**src/wdt_pkg.sv**
```systemverilog
/*
 * package of the watchdog block: register offsets, field positions,
 * reset values and timing constants.
 * assumes an 8-bit register port and one oscillator clock.
 */
package wdt_pkg;

    // register offsets
    localparam logic [7:0] WATCHDOG_CONTROL_ADDR = 8'h9F;
    localparam logic [7:0] SYSTEM_CONTROL_ADDR = 8'hBF;

    // watchdog_control fields
    localparam int WD_ENABLE_POS = 7;
    localparam int WD_CLEAR_POS = 5;
    localparam int WD_PRESCALE_LSB = 0;
    localparam int WD_PRESCALE_W = 3;

    // system_control fields
    localparam int WD_RESET_FLAG_POS = 7;
    localparam int ALE_INHIBIT_POS = 0;

    // reset values
    localparam logic WD_ENABLE_RST = 1'b0;
    localparam logic [2:0] WD_PRESCALE_RST = 3'h0;
    localparam logic WD_RESET_FLAG_RST = 1'b0;
    localparam logic ALE_INHIBIT_RST = 1'b0;

    // counter and divider
    localparam int WD_COUNT_W = 16;
    localparam int PRESCALE_W = 10;
    localparam int PRESCALE_MIN_SHIFT = 3;
    localparam int ALE_DIV = 6;
    localparam int ALE_CNT_W = 3;

    // length of the internal reset pulse on overflow, in ns
    localparam int WD_RESET_PULSE_NS = 32;
    localparam int CLK_PERIOD_NS = 4;
    localparam int WD_RESET_CYCLES_INT =
        (WD_RESET_PULSE_NS + CLK_PERIOD_NS - 1) / CLK_PERIOD_NS;
    localparam logic [3:0] WD_RESET_CYCLES = WD_RESET_CYCLES_INT[3:0];

endpackage

```
**src/wdt_prescaler.sv**
```systemverilog
/*
 * prescaler of the watchdog: an oscillator divider, held at zero while run is low, with a
 * one-cycle tick every 8 to 1024 clocks, picked by a 3-bit select.
 * assumes clear restarts the divider at zero.
 */
`timescale 1ns/1ps

module wdt_prescaler (
    // clock and reset
    input wire logic clk_sys,
    input wire logic rst_n,
    // control
    input wire logic run,
    input wire logic restart,
    input wire logic [2:0] select,
    // tick out
    output logic tick
);

    logic [wdt_pkg::PRESCALE_W-1:0] div_reg;
    logic [wdt_pkg::PRESCALE_W-1:0] div_next;
    logic [wdt_pkg::PRESCALE_W-1:0] div_mask;
    logic [wdt_pkg::PRESCALE_W-1:0] one_shift;

    ////////////////////////////////////////////////////////////////////

    // division is 8 << select, so the mask is that minus one
    assign one_shift = wdt_pkg::PRESCALE_W'(1) <<
        (wdt_pkg::PRESCALE_MIN_SHIFT + {28'h0, select});
    assign div_mask = one_shift - wdt_pkg::PRESCALE_W'(1);
    assign tick = run && !restart && ((div_reg & div_mask) == div_mask);
    assign div_next = (restart || !run) ? '0 :
        div_reg + wdt_pkg::PRESCALE_W'(1);

    always_ff @(posedge clk_sys or negedge rst_n) begin
        if (!rst_n) begin
            div_reg <= '0;
        end else begin
            div_reg <= div_next;
        end
    end

endmodule

```
**src/wdt_top.sv**
```systemverilog
/*
 * watchdog with reset status: 16-bit counter, prescaler, control and
 * status registers, overflow reset and address latch clock.
 * assumes a synchronous 8-bit register port and an outside reset
 * controller that feeds hw reset into rst_n.
 */
//
// Behaviour
// - 16-bit up-counter; overflow asserts the device reset output.
// - counting clock comes from the oscillator clock only.
// - counter stays stopped until enable bit 7 is written one.
// - when enabled, count once per prescaled tick.
// - enable bit clears on hardware reset and on watchdog reset.
// - writing one to clear bit 5 zeroes the counter and restarts it.
// - select 000 divides by 8, doubling each step up to 1024.
// - timeout is 65536 prescaled ticks.
// - watchdog overflow sets the reset flag at system bit 7.
// - bit 0 of system control set stops the clock on the latch pin.
`timescale 1ns/1ps

module wdt_top (
    // clock and reset
    input wire logic clk_sys,
    input wire logic rst_n,
    // register port
    input wire logic [7:0] reg_addr,
    input wire logic [7:0] reg_wdata,
    input wire logic reg_wr,
    input wire logic reg_rd,
    output logic [7:0] reg_rdata,
    // device outputs
    output logic wd_reset,
    output logic addr_latch_clock,
    output logic [15:0] watchdog_counter
);

    logic wd_enable_bit_reg;
    logic wd_enable_bit_next;
    logic [2:0] wd_prescale_select_reg;
    logic [2:0] wd_prescale_select_next;
    logic wd_reset_flag_reg;
    logic wd_reset_flag_next;
    logic addr_latch_clock_inhibit_reg;
    logic addr_latch_clock_inhibit_next;
    logic [wdt_pkg::WD_COUNT_W-1:0] count_reg;
    logic [wdt_pkg::WD_COUNT_W-1:0] count_next;
    logic [3:0] rst_cnt_reg;
    logic [3:0] rst_cnt_next;
    logic [wdt_pkg::ALE_CNT_W-1:0] ale_cnt_reg;
    logic [wdt_pkg::ALE_CNT_W-1:0] ale_cnt_next;
    logic ale_reg;
    logic ale_next;
    logic [7:0] rdata_reg;
    logic [7:0] rdata_next;

    logic wr_ctl;
    logic wr_sys;
    logic clear_strobe;
    logic tick;
    logic overflow;
    logic wd_rst_active;
    logic ale_wrap;
    logic [7:0] ctl_view;
    logic [7:0] sys_view;

    ////////////////////////////////////////////////////////////////////
    // address decode

    function automatic logic hit(input logic [7:0] a, input logic [7:0] b);
        hit = (a == b);
    endfunction

    assign wr_ctl = reg_wr && hit(reg_addr, wdt_pkg::WATCHDOG_CONTROL_ADDR);
    assign wr_sys = reg_wr && hit(reg_addr, wdt_pkg::SYSTEM_CONTROL_ADDR);
    assign clear_strobe = wr_ctl && reg_wdata[wdt_pkg::WD_CLEAR_POS];

    ////////////////////////////////////////////////////////////////////
    // prescaler

    wdt_prescaler u_prescaler (
        .clk_sys(clk_sys),
        .rst_n(rst_n),
        .run(wd_enable_bit_reg),
        .restart(clear_strobe || wd_rst_active),
        .select(wd_prescale_select_reg),
        .tick(tick)
    );

    ////////////////////////////////////////////////////////////////////
    // counter and overflow reset

    // overflow: all ones and another tick arrives
    assign overflow = tick && (&count_reg);
    assign wd_rst_active = (rst_cnt_reg != 4'h0);
    assign wd_reset = wd_rst_active;

    assign count_next = (clear_strobe || wd_rst_active) ? '0 :
        (tick ? count_reg + wdt_pkg::WD_COUNT_W'(1) : count_reg);

    assign rst_cnt_next = overflow ? wdt_pkg::WD_RESET_CYCLES :
        (wd_rst_active ? rst_cnt_reg - 4'h1 : rst_cnt_reg);

    ////////////////////////////////////////////////////////////////////
    // control registers

    // the watchdog reset clears the enable, and a write cannot override
    assign wd_enable_bit_next = (overflow || wd_rst_active) ? 1'b0 :
        (wr_ctl ? reg_wdata[wdt_pkg::WD_ENABLE_POS] :
        wd_enable_bit_reg);
    assign wd_prescale_select_next = wd_rst_active ?
        wdt_pkg::WD_PRESCALE_RST :
        (wr_ctl ? reg_wdata[wdt_pkg::WD_PRESCALE_LSB +:
        wdt_pkg::WD_PRESCALE_W] : wd_prescale_select_reg);

    // set by overflow wins over a software clear
    assign wd_reset_flag_next = overflow ? 1'b1 :
        (wr_sys && !reg_wdata[wdt_pkg::WD_RESET_FLAG_POS]) ? 1'b0 :
        wd_reset_flag_reg;
    assign addr_latch_clock_inhibit_next = wd_rst_active ?
        wdt_pkg::ALE_INHIBIT_RST :
        (wr_sys ? reg_wdata[wdt_pkg::ALE_INHIBIT_POS] :
        addr_latch_clock_inhibit_reg);

    ////////////////////////////////////////////////////////////////////
    // address latch clock, oscillator divided by six

    assign ale_wrap =
        (ale_cnt_reg == wdt_pkg::ALE_CNT_W'(wdt_pkg::ALE_DIV / 2 - 1));
    assign ale_cnt_next = ale_wrap ? '0 :
        ale_cnt_reg + wdt_pkg::ALE_CNT_W'(1);
    assign ale_next = ale_wrap ? !ale_reg : ale_reg;
    assign addr_latch_clock = ale_reg && !addr_latch_clock_inhibit_reg;

    ////////////////////////////////////////////////////////////////////
    // read back

    assign ctl_view = {wd_enable_bit_reg, 1'b0, 1'b0, 2'b00,
        wd_prescale_select_reg};
    assign sys_view = {wd_reset_flag_reg, 6'h00,
        addr_latch_clock_inhibit_reg};
    assign rdata_next = !reg_rd ? 8'h00 :
        hit(reg_addr, wdt_pkg::WATCHDOG_CONTROL_ADDR) ? ctl_view :
        hit(reg_addr, wdt_pkg::SYSTEM_CONTROL_ADDR) ? sys_view : 8'h00;
    assign reg_rdata = rdata_reg;
    assign watchdog_counter = count_reg;

    ////////////////////////////////////////////////////////////////////
    // state

    always_ff @(posedge clk_sys or negedge rst_n) begin
        if (!rst_n) begin
            wd_enable_bit_reg <= wdt_pkg::WD_ENABLE_RST;
            wd_prescale_select_reg <= wdt_pkg::WD_PRESCALE_RST;
            addr_latch_clock_inhibit_reg <= wdt_pkg::ALE_INHIBIT_RST;
            wd_reset_flag_reg <= wdt_pkg::WD_RESET_FLAG_RST;
            count_reg <= '0;
            rst_cnt_reg <= 4'h0;
        end else begin
            wd_enable_bit_reg <= wd_enable_bit_next;
            wd_prescale_select_reg <= wd_prescale_select_next;
            addr_latch_clock_inhibit_reg <= addr_latch_clock_inhibit_next;
            wd_reset_flag_reg <= wd_reset_flag_next;
            count_reg <= count_next;
            rst_cnt_reg <= rst_cnt_next;
        end
    end

    always_ff @(posedge clk_sys or negedge rst_n) begin
        if (!rst_n) begin
            ale_cnt_reg <= '0;
            ale_reg <= 1'b0;
            rdata_reg <= 8'h00;
        end else begin
            ale_cnt_reg <= ale_cnt_next;
            ale_reg <= ale_next;
            rdata_reg <= rdata_next;
        end
    end

endmodule

```
**config.mk**
```make
export PLATFORM = sky130hd
export DESIGN_NAME = wdt_top
export DESIGN_NICKNAME = d
export VERILOG_FILES = /design/src/wdt_pkg.sv /design/src/wdt_prescaler.sv /design/src/wdt_top.sv
export SDC_FILE = /design/constraint.sdc
export NUM_CORES = 1
export LEC_CHECK = 0
export BUFFER_PORTS_ARGS = -buffer_cell sky130_fd_sc_hd__buf_2
export CAP_MARGIN = 10
export CORE_MARGIN = 2
export CORE_UTILIZATION = 40
export DETAILED_ROUTE_END_ITERATION = 10
export PLACE_DENSITY = 0.6
export SKIP_CTS_REPAIR_TIMING = 1
export SLEW_MARGIN = 20
export SYNTH_ARGS = -nofsm -noshare
export SYNTH_HDL_FRONTEND = slang
export SYNTH_SLANG_ARGS = --single-unit
```
**constraint.sdc**
```tcl
create_clock -name clk_sys -period 3.1 [get_ports clk_sys]
set_input_delay 0.155 -clock clk_sys [delete_from_list [all_inputs] [get_ports clk_sys]]
set_output_delay 0.155 -clock clk_sys [all_outputs]
set_load 0.03 [all_outputs]
```
# == After elaboration in Yosys (flattened, before gate mapping) ==
# Cells that the tools add are included.
# totals
out_inout_bits,26
ff_bits,48
in_bits,20
# op_classes
shift,1
reduce_logical,24
add_sub_neg,6
eq_ne,4
bitwise_logic,1
n_mux,17
# op_table
operator,count
16-bit 2-to-1 mux,2
1-bit by 32-bit << shifter with 10-bit output (first input constant),1
8-bit 2-to-1 mux,3
16-bit by 1-bit adder with 16-bit output (second input constant),1
8-bit == test (second input constant),2
16-bit AND reduction,1
2-bit nonzero test,6
10-bit by 1-bit adder with 10-bit output (second input constant),1
10-bit bitwise AND,1
10-bit == test,1
10-bit 2-to-1 mux,1
10-bit by 1-bit subtractor with 10-bit output (second input constant),1
3-bit 2-to-1 mux,3
1-bit logical AND,8
4-bit 2-to-1 mux,2
1-bit 2-to-1 mux,6
1-bit zero test,5
2-bit by 3-bit adder with 4-bit output (first input constant),1
4-bit nonzero test,1
4-bit by 1-bit subtractor with 4-bit output (second input constant),1
3-bit by 1-bit adder with 3-bit output (second input constant),1
3-bit by 2-bit == test with 1-bit output (second input constant),1
1-bit logical OR,3

# == Longest topological paths before layout ==
# Gate-level depths: netlist (run 1).
# logic_depth
ltp_word,10
depth_mapped,7
ltp_nobuf,7

# == Cells and area by module ==
# From an unflattened synthesis (run 1), not the netlist that was laid out.
# hier_totals
cells_unflattened,223
area_unflattened_um2,2208.4
# modules_own_cells
mod,instances,area_each_um2,cells_per_inst
wdt_top,1,1626.6,158
wdt_prescaler,1,581.8,65

# == Worst setup path after synthesis (run 1) ==
# No wires, ideal clock.
# synth_timing
path_type,reg2reg
start,reg u_prescaler.div_reg[3] (netlist bit)
end,reg count_reg (netlist bit watchdog_counter[11])
n_path_buf,1
path_stages_with_launch,7
t_arrival_ns,1.816
required_ns,3.022
slack_ns,1.206
synth_period_minus_slack_ns,1.894
cell_sequence,dfrtp_1 -> nand4_2 -> and2_4 -> or3_4 -> buf_6 -> or4_1 -> a21oi_1
# synth_between
elab_chain_cells,4
# synth_lines
item,line,source
start: declaration,wdt_prescaler.sv:20,logic [wdt_pkg::PRESCALE_W-1:0] div_reg;
start signal: assignment,wdt_prescaler.sv:39,div_reg <= div_next;
10-bit bitwise AND,wdt_prescaler.sv:31,assign tick = run && !restart && ((div_reg & div_mask) == div_mask);
10-bit == test,wdt_prescaler.sv:31,
1-bit logical AND,wdt_prescaler.sv:31,
2-bit nonzero test (no source line),-,
end signal: assignment,wdt_top.sv:163,count_reg <= count_next;
end: declaration,wdt_top.sv:45,logic [wdt_pkg::WD_COUNT_W-1:0] count_reg;
# No other way between the ends.
# A chain may end at the register's enable or synchronous reset.

# == Worst setup path in the final report (run 1) ==
# layout_timing
start,reg rst_cnt_reg[0]
end,reg rst_cnt_reg[1]
# layout_between
elab_chain_cells,7
word_cells_on_any_way,10
cone_classes,1 x add/sub; 2 x mux; 7 x reduce/logical
# layout_lines
item,line,source
start: declaration,wdt_top.sv:47,logic [3:0] rst_cnt_reg;
start signal: assignment,wdt_top.sv:164,rst_cnt_reg <= rst_cnt_next;
"parallel branches: the longest is 7 deep, another holds 4-bit by 1-bit subtractor with 4-bit output",-,
# Several ways; the timed one is not identified. The select of a mux whose other input is x is not followed.

==> impl_results.md, run 1 <==
* Status: complete, no violations
* Post-synth ARST share at 100.0%
* Most frequent cells in the layout: dfrtp_1, buf_2, nor2_1
* Slew @ Worst Pin at 0.7308 ns
* Max Cap Viol at 0
* Standard-cell rows at 27
* Nets at 298
* Rel. slew slack at 50.91%
* Synth warnings at 0
* Mapped Cells at 238
* First-pass GRT wire length at 7.831 mm
* Post-synthesis sequential area ratio at 48.35%
* WP data required at 3.26 ns
* DIE WIDTH at 79.45 µm
* R2R Setup Slk at 0.97 ns
* RSZ-0062 raised after global routing: false
* # setup viols final at 0
* Final total power at 1.119 mW
* Avg Inst Size Synth at 9.568 µm²
* DRC at 0
* CP max stage cell: nor4_2
* Critical Path Source Type: flip-flop
* FF-to-FF Start: rst_cnt_reg[0]
* Core Area at 5507 µm²
* Commonest non-fill, non-tap cell in the layout: dfrtp_1
* Post-synthesis xor/xnor area fraction at 4.231%
* Number of placed I/O pins at 46
* Adder-cell share of the synthesized area at 2.198%
* Vias at 1826
* Reg-to-reg critical path endpoint: rst_cnt_reg[1]
* Initial Util at 41.35%
* Worst skew pair latency at 0.30 ns
* Period utilisation layout at 68.69%
* Wirelength per Cell at 13.66 µm
* Routed WL at 4.741 mm
* Die span in y at 79.45 µm
* Area leader, netlist: dfrtp_1
* CP max FO at 16
* Main synth FF type: dfrtp_1
* # clock sinks at 44
* PortBufs at 38
* Pwr Density at 425.7 nW/µm²
* Synth unique cells at 38
* Filler instances at 521
* Critical Path End: rst_cnt_reg[1]
* Worst r2r path cells at 6
* Yosys reg bits at 44
* Longest Clk Path Bufs at 2
* Drt first-iter violations at 72
* CTS H-tree depth at 2
* Fmax at 469.6 MHz
* Number of flops mapped to enable cells by yosys at 0
* Clock Skew at 0.009309 ns
* Critical Path AT at 2.29 ns
* CTS tree: yes
* Fin. Hold Viols at 0
* Die area at 6312 µm²
* Antenna-violating nets left at 0
* Setup Crit Path Kind: reg -> reg
* Largest family of logic cells by synthesized area: simple AND/OR/NAND/NOR gates
* Setup crit start: rst_cnt_reg[0]
* Top post-synthesis cells by area: dfrtp_1, a21oi_1, nor2_1
* Clk slew on worst S/H paths at 0.08 ns
* Synth Area in Compound Gates at 10.49%
* Peak supply drop at 260.4 µV
* GRT Overall Usage at 15.77%
* Crit end category: flip-flop
* ANT cells at 0
* Global route overflow at 0
* Pin count of the biggest net entering global routing at 45
* DRT Pass-1 Iters at 4
* Root Buffer: clkbuf_8
* Max-slew violation count at 0
* Setup TNS at 0 ns
* Area Growth Syn to Fin at 15.44%
* Minimum clock period at 2.129 ns
* Min-Delay Path Class: in -> reg
* Share of layout cells above drive strength 1 at 19.27%
* Initial antenna violation count at 0
* Gp weighted congestion at 0.7388
* Share of the synthesized area in the top cell type at 48.35%
* Max reg flops at 16
* Area of the multi-input gates at 1075 µm²
* Simple-Gate Fraction of Synth Area at 26.10%
* Via density at 5.262
* Static leakage power at 1.211 nW
* Vias in the first global route at 1637
* Fraction of synthesized area in multiplexers at 3.516%
* DP Wirelength at 3.307 mm
* Cell Area, Synth at 2277 µm²
* Reg area at 1101 µm²
* Total CTS buffers at 5
* CP max stage delay at 0.64 ns
* CP cell instances: inv_1, ha_1, and2_1, nand2b_1, nor4_2, a211oi_1
## how the worst min path moves through the flow
stage                 startpoint                           end  cells after the start
global route        reg_wdata[1]     wd_prescale_select_reg[1]                      3
global placement           rst_n                ale_cnt_reg[2]                      1
finish              reg_wdata[2]     wd_prescale_select_reg[2]                      3
CTS                        rst_n           watchdog_counter[9]                      1
detailed placement         rst_n          watchdog_counter[11]                      1
floorplan                  rst_n  addr_latch_clock_inhibit_reg                      0
## per-layer routing
metal  up-vias  global-route usage [%]  wire length (µm)
li1        916                       -                 -
met1       861                   21.63              2347
met2        45                   24.54              2138
met3         4                   4.072               220
met4         0                   4.655                35
met5         -                       0                 0
## final cells by class
class	count	share of cell area, %
well taps	72	3.427
repair buffers	39	7.711
flip-flops and latches	44	41.88
inverters	9	1.285
clock inverters	1	1.142
clock buffers	7	3.665
multi-input cells	175	40.89
## logic make-up after synthesis
family | count (synthesis)
simple gates | 108
flops | 44
compound gates | 40
buf+inv | 22
xor+xnor | 11
mux | 8
fa+ha+maj | 4
other cells | 1
## synth_stat cells (all sizes together), types with 2 or more instances
cell and number:
dfrtp 44, and2 2, nor4 2, mux2i 8, or4 12, a21oi 20
and3 6, xnor2 6, nor3b 2, nand4 5, nand3 17, clkbuf 6
nor3 5, or3 7, o21ai 5, nor2 26, o31ai 12, ha 4
inv 8, buf 7, xor2 5, nand2b 6, nand2 15
## report_power, final
group          total [mW]  leakage [nW]  switching (mW)  internal [mW]
logic              0.0503         0.536          0.0344         0.0159
registers           0.580         0.610         0.00389          0.576
clock network       0.489        0.0645           0.204          0.285
total                1.12          1.21           0.242          0.877
## stage by stage
stage	setup WS [ns]	hold slack, ns	cells	utilization (%)	cell area [µm²]
5_1_grt	0.7592	0.1254	347	47.74	2629
3_3_place_gp	0.9778	0.3876	338	45.22	2490
3_5_place_dp	0.9497	0.3857	338	45.22	2490
4_1_cts	0.9168	0.05730	346	47.51	2616
6_report	0.9706	0.1034	347	47.74	2629
2_1_floorplan	1.206	-0.1406	241	-	2288
## worst max-delay path, delay by kind of cell (launching register included)
kind	cells	cell delay [ns]
DFF	1	0.38
buffers and inverters	1	0.09
and+or+nand+nor	3	1.22
AOI/OAI and AO/OA	1	0.10
adders and majority gates	1	0.21
Note: power is estimated with default switching activity, not from simulation.
==> inputs of run 2 (changes only) <==
clock period = 2.1 ns   (was 3.1 ns; I/O delays follow)
==> run 2 against run 1 <==
Effect of this change: clock power up 11%; sequential power up 48%; clock skew down 0.0054 ns; worst setup slack worse by 0.86 ns; cell count up 2.3%; power up 32%; count of clock-buffer cells in the layout up 1; maximum frequency up 7.1%; combinational power up 55%; first-iteration DRC count up 85%; non-clock buffer count up 8; flip-flop and latch count unchanged.
==> impl_results.md, run 2 (synthesis results as in run 1) <==
* Hold_ws at 0.06979 ns (-0.03365 ns)
* Standard-cell rows at 27 (unchanged)
* # clock sinks at 44 (unchanged)
* Die span in y at 79.45 µm (unchanged)
* Hold Path End: wd_prescale_select_reg[2]
* CTS tree: yes
* Min-delay src: reg_wdata[2]
* Status: complete, no violations
* Die area at 6312 µm² (unchanged)
* Max reg flops at 16 (unchanged)
* Area Growth Syn to Fin at 16.37%
* Slew @ Worst Pin at 0.5312 ns (-0.1995 ns)
* DIE WIDTH at 79.45 µm (unchanged)
* Peak supply drop at 287.5 µV (+10%)
* Clk slew on worst S/H paths at 0.08 ns (about the same)
* Vias at 1872 (+2.5%)
* Setup TNS at 0 ns (unchanged)
* Core Area at 5507 µm² (unchanged)
* Total CTS buffers at 5 (unchanged)
* Number of placed I/O pins at 46 (unchanged)
* Worst hold stages at 3 (unchanged)
* Period utilisation layout at 94.66% (+26 points)
* R2R Setup Slk at 0.11 ns (-0.86 ns)
* Max-slew violation count at 0 (unchanged)
* Fin. Hold Viols at 0 (unchanged)
* Share of layout cells above drive strength 1 at 20.85% (+1.6 points)
* Reg-to-reg critical path endpoint: watchdog_counter[12]
* GRT Overall Usage at 16.46% (+0.69 points)
* Area post-placement at 2550 µm² (+2.4%)
* Pwr Density at 557.6 nW/µm² (+31%)
* Minimum clock period at 1.988 ns (-0.1415 ns)
* WP data required at 2.32 ns (-0.94 ns)
* Crit end category: flip-flop
* Commonest non-fill, non-tap cell in the layout: dfrtp_1
* Setup Crit Path Kind: reg -> reg
* DRC at 0 (unchanged)
* CTS H-tree depth at 2 (unchanged)
* Nets at 306 (+2.7%)
* Fmax at 503.0 MHz (+7.1%)
* Initial Util at 41.35% (unchanged)
* Antenna-violating nets left at 0 (unchanged)
* Pin count of the biggest net entering global routing at 25 (-44%)
* DP Wirelength at 3.434 mm (+3.8%)
* Min-Delay Path Class: in -> reg
* Max Cap Viol at 0 (unchanged)
* Routed WL at 4.785 mm (+0.93%)
* Via density at 5.273 (+0.21%)
* Filler instances at 541 (+3.8%)
* First-pass GRT wire length at 8.086 mm (+3.3%)
* Layout Cells excl Fill at 355 (+2.3%)
* RSZ-0062 raised after global routing: false
* Most frequent cells in the layout: dfrtp_1, buf_2, nor2_1
* Global route overflow at 0 (unchanged)
* Placed cells at 346 (+2.4%)
* Vias in the first global route at 1755 (+7.2%)
* DRT Pass-1 Iters at 4 (unchanged)
* Clock Skew at 0.003940 ns (-0.005369 ns)
* FF-to-FF Start: u_prescaler.div_reg[4]
* Root Buffer: clkbuf_8
* Critical Path AT at 2.21 ns (-0.08 ns)
* ANT cells at 0 (unchanged)
* CP max FO at 21 (+5)
* Gp weighted congestion at 0.7434 (+0.62%)
* Initial antenna violation count at 0 (unchanged)
* Drt first-iter violations at 133 (+85%)
* Critical Path Source Type: flip-flop
* Wirelength per Cell at 13.48 µm (-1.3%)
* Rel. slew slack at 64.58% (+14 points)
* # setup viols final at 0 (unchanged)
* Fin area at 2650 µm² (+0.81%)
* Setup ws final at 0.1120 ns (-0.8585 ns)
* PortBufs at 38 (unchanged)
* Worst r2r path cells at 5 (-1)
* Worst skew pair latency at 0.29 ns (about the same)
* Longest Clk Path Bufs at 2 (unchanged)
* Static leakage power at 1.232 nW (+1.8%)
* Worst slack at placement at 0.1233 ns (-0.8264 ns)
run 2: per-layer routing:
metal	share of wire [%]	vias up	track usage (%)
met1	47	891	21.83
met4	1.6	0	7.241
met3	4.0	7	3.620
met2	47	43	25.80
li1	-	931	-
met5	0	-	0
run 2: power breakdown:
part	total [mW]	switching (mW)	internal (mW)	leakage [nW]
Clock	0.543	0.275	0.268	0.0455
Combinational	0.0780	0.0526	0.0254	0.576
Sequential	0.856	0.00567	0.851	0.610
Total	1.48	0.333	1.14	1.23
run 2: worst max path at each step:
stage	start	endpoint	slack, ns	cells after the start
finish	u_prescaler.div_reg[4]	watchdog_counter[12]	0.11	5
detailed placement	u_prescaler.div_reg[4]	watchdog_counter[12]	0.12	5
global route	u_prescaler.div_reg[4]	watchdog_counter[12]	0.02	5
floorplan	u_prescaler.div_reg[3]	watchdog_counter[11]	0.21	6
global placement	u_prescaler.div_reg[4]	watchdog_counter[14]	0.15	5
CTS	u_prescaler.div_reg[4]	watchdog_counter[12]	0.10	5
run 2: cell type report:
type,count,area (µm²),share of cell area (%)
Inverter,9,33.78,1.275
Multi-Input combinational cell,175,1075,40.56
Tap cell,72,90.09,3.399
Clock buffer,8,90.09,3.399
Timing Repair Buffer,47,260.3,9.821
Sequential cell,44,1101,41.55
run 2: worst max-delay path, cell delays in order (launching register included):
cell,delay [ns]
dfrtp_1,0.44
nand4_2,0.15
and2_4,0.20
or3_4,0.44
or4_1,0.52
a21oi_1,0.16
run 2: metrics by stage:
| stage | power (mW) | utilization [%] |
|---|---|---|
| floorplan | 0.9162 | - |
| global placement | 0.9500 | 46.31 |
| detailed placement | 0.9519 | 46.31 |
| CTS | 1.507 | 47.94 |
| global route | 1.544 | 48.13 |
| finish | 1.478 | 48.13 |
==> inputs of run 3 (changes only) <==
REMOVE_ABC_BUFFERS = 1   (was unset)
==> run 3 against run 2 <==
Effect of this change: highest routed layer unchanged; critical endpoint is now watchdog_counter[14]; count of clock-buffer cells in the layout decreased by 1; maximum frequency is essentially flat; wire length shrank 0.67%; first-iteration DRC count shrank 50%.
==> impl_results.md, run 3 (synthesis results as in run 1) <==
* Global route overflow at 0 (unchanged)
* Rel. slew slack at 63.18% (-1.4 points)
* Minimum clock period at 1.989 ns (+0.001006 ns)
* Fin. Hold Viols at 0 (unchanged)
* Routed WL at 4.753 mm (-0.67%)
* Die area at 6312 µm² (unchanged)
* DRC at 0 (unchanged)
* # setup viols final at 0 (unchanged)
* Core Area at 5507 µm² (unchanged)
* Via density at 5.346 (+1.4%)
* Gp weighted congestion at 0.8748 (+18%)
* Final total power at 1.647 mW (+11%)
* Die span in y at 79.45 µm (unchanged)
* Number of placed I/O pins at 46 (unchanged)
* Max reg flops at 16 (unchanged)
* Nets at 304 (-0.65%)
* ANT cells at 0 (unchanged)
* RSZ-0062 raised after global routing: false
* Drt first-iter violations at 66 (-50%)
* Setup ws final at 0.1110 ns (-0.001006 ns)
* Share of layout cells above drive strength 1 at 21.71% (+0.86 points)
* DP Wirelength at 3.355 mm (-2.3%)
* Clock Skew at 0.009718 ns (+0.005778 ns)
* Most frequent cells in the layout: dfrtp_1, buf_2, nor2_1
* GRT Overall Usage at 17.12% (+0.66 points)
* Peak supply drop at 270.8 µV (-5.8%)
* Total CTS buffers at 5 (unchanged)
* Status: complete, no violations
* Commonest non-fill, non-tap cell in the layout: dfrtp_1
* DRT Pass-1 Iters at 4 (unchanged)
* Root Buffer: clkbuf_8
* PortBufs at 38 (unchanged)
* Longest Clk Path Bufs at 2 (unchanged)
* Static leakage power at 1.245 nW (+1.1%)
* Vias at 1887 (+0.80%)
* Initial antenna violation count at 0 (unchanged)
* CTS H-tree depth at 2 (unchanged)
* Worst skew pair latency at 0.30 ns (about the same)
* Worst slack at placement at 0.1394 ns (+0.01602 ns)
* CTS tree: yes
* Area Growth Syn to Fin at 17.75%
* # clock sinks at 44 (unchanged)
* CP max FO at 21 (unchanged)
* Max-slew violation count at 0 (unchanged)
* Setup TNS at 0 ns (unchanged)
* Min-Delay Path Class: in -> reg
* Max Cap Viol at 0 (unchanged)
* Setup Crit Path Kind: reg -> reg
* Period utilisation layout at 94.71% (about the same)
* WP data required at 2.33 ns (about the same)
* Antenna-violating nets left at 0 (unchanged)
* Pwr Density at 614.3 nW/µm² (+10%)
* Vias in the first global route at 1836 (+4.6%)
* Crit end category: flip-flop
* Fmax at 502.8 MHz (about the same)
* Clk slew on worst S/H paths at 0.09 ns (about the same)
* Standard-cell rows at 27 (unchanged)
* Slew @ Worst Pin at 0.5523 ns (+0.02106 ns)
* DIE WIDTH at 79.45 µm (unchanged)
* Critical Path AT at 2.22 ns (about the same)
* Initial Util at 41.35% (unchanged)
* Critical Path Source Type: flip-flop
* First-pass GRT wire length at 8.466 mm (+4.7%)
* Pin count of the biggest net entering global routing at 45 (+80%)
* Wirelength per Cell at 13.46 µm (-0.11%)
run 3: layer usage:
metal | GRT usage [%] | vias up | routed length [µm]
met5 | 0 | - | 0
met1 | 22.95 | 903 | 2314
met3 | 4.072 | 6 | 252
met4 | 5.172 | 0 | 57
met2 | 27.48 | 52 | 2130
li1 | - | 926 | -
run 3: path summary, 6_finish.rpt:
check	cells after the start	slack, ns	to	startpoint
min in group asynchronous	3	0.41	watchdog_counter[13]	rst_n
worst min-delay path	3	0.05	wd_prescale_select_reg[1]	reg_wdata[1]
max in group asynchronous	3	1.32	wd_prescale_select_reg[2]	rst_n
worst max-delay path	5	0.11	watchdog_counter[14]	u_prescaler.div_reg[4]
worst max register to register	5	0.11	watchdog_counter[14]	u_prescaler.div_reg[4]
worst min register to register	1	0.45	ale_cnt_reg[0]	ale_cnt_reg[0]
run 3: per-stage QoR:
stage / instance area (µm²) / utilization, % / hold slack [ns] / std cells
CTS: 2661 / 48.33 / -0.1026 / 352
floorplan: 2210 / - / -0.1906 / 228
finish: 2681 / 48.69 / 0.05241 / 353
global route: 2681 / 48.69 / 0.06002 / 353
detailed placement: 2535 / 46.04 / 0.2244 / 344
global placement: 2535 / 46.04 / 0.2263 / 344
run 3: critical path, cell delays in order, from the launching register on:
cell     delay [ns]
dfrtp_1        0.43
nand4_2        0.15
and2_4         0.20
or3_4          0.44
or4_1          0.53
a21oi_1        0.17
run 3: area by class of cell:
cell class / count / area, µm²
well taps: 72 / 90.09
inverters: 9 / 33.78
repair buffers: 45 / 245.2
flip-flops and latches: 44 / 1101
fillers: 534 / 2825
clock buffers: 7 / 96.34
clock inverters: 1 / 30.03
multi-input cells: 175 / 1085
run 3: power by group:
| part | leakage, nW | internal [mW] | switching (mW) |
|---|---|---|---|
| clock network | 0.0645 | 0.420 | 0.295 |
| logic | 0.570 | 0.0242 | 0.0517 |
| registers | 0.610 | 0.851 | 0.00563 |
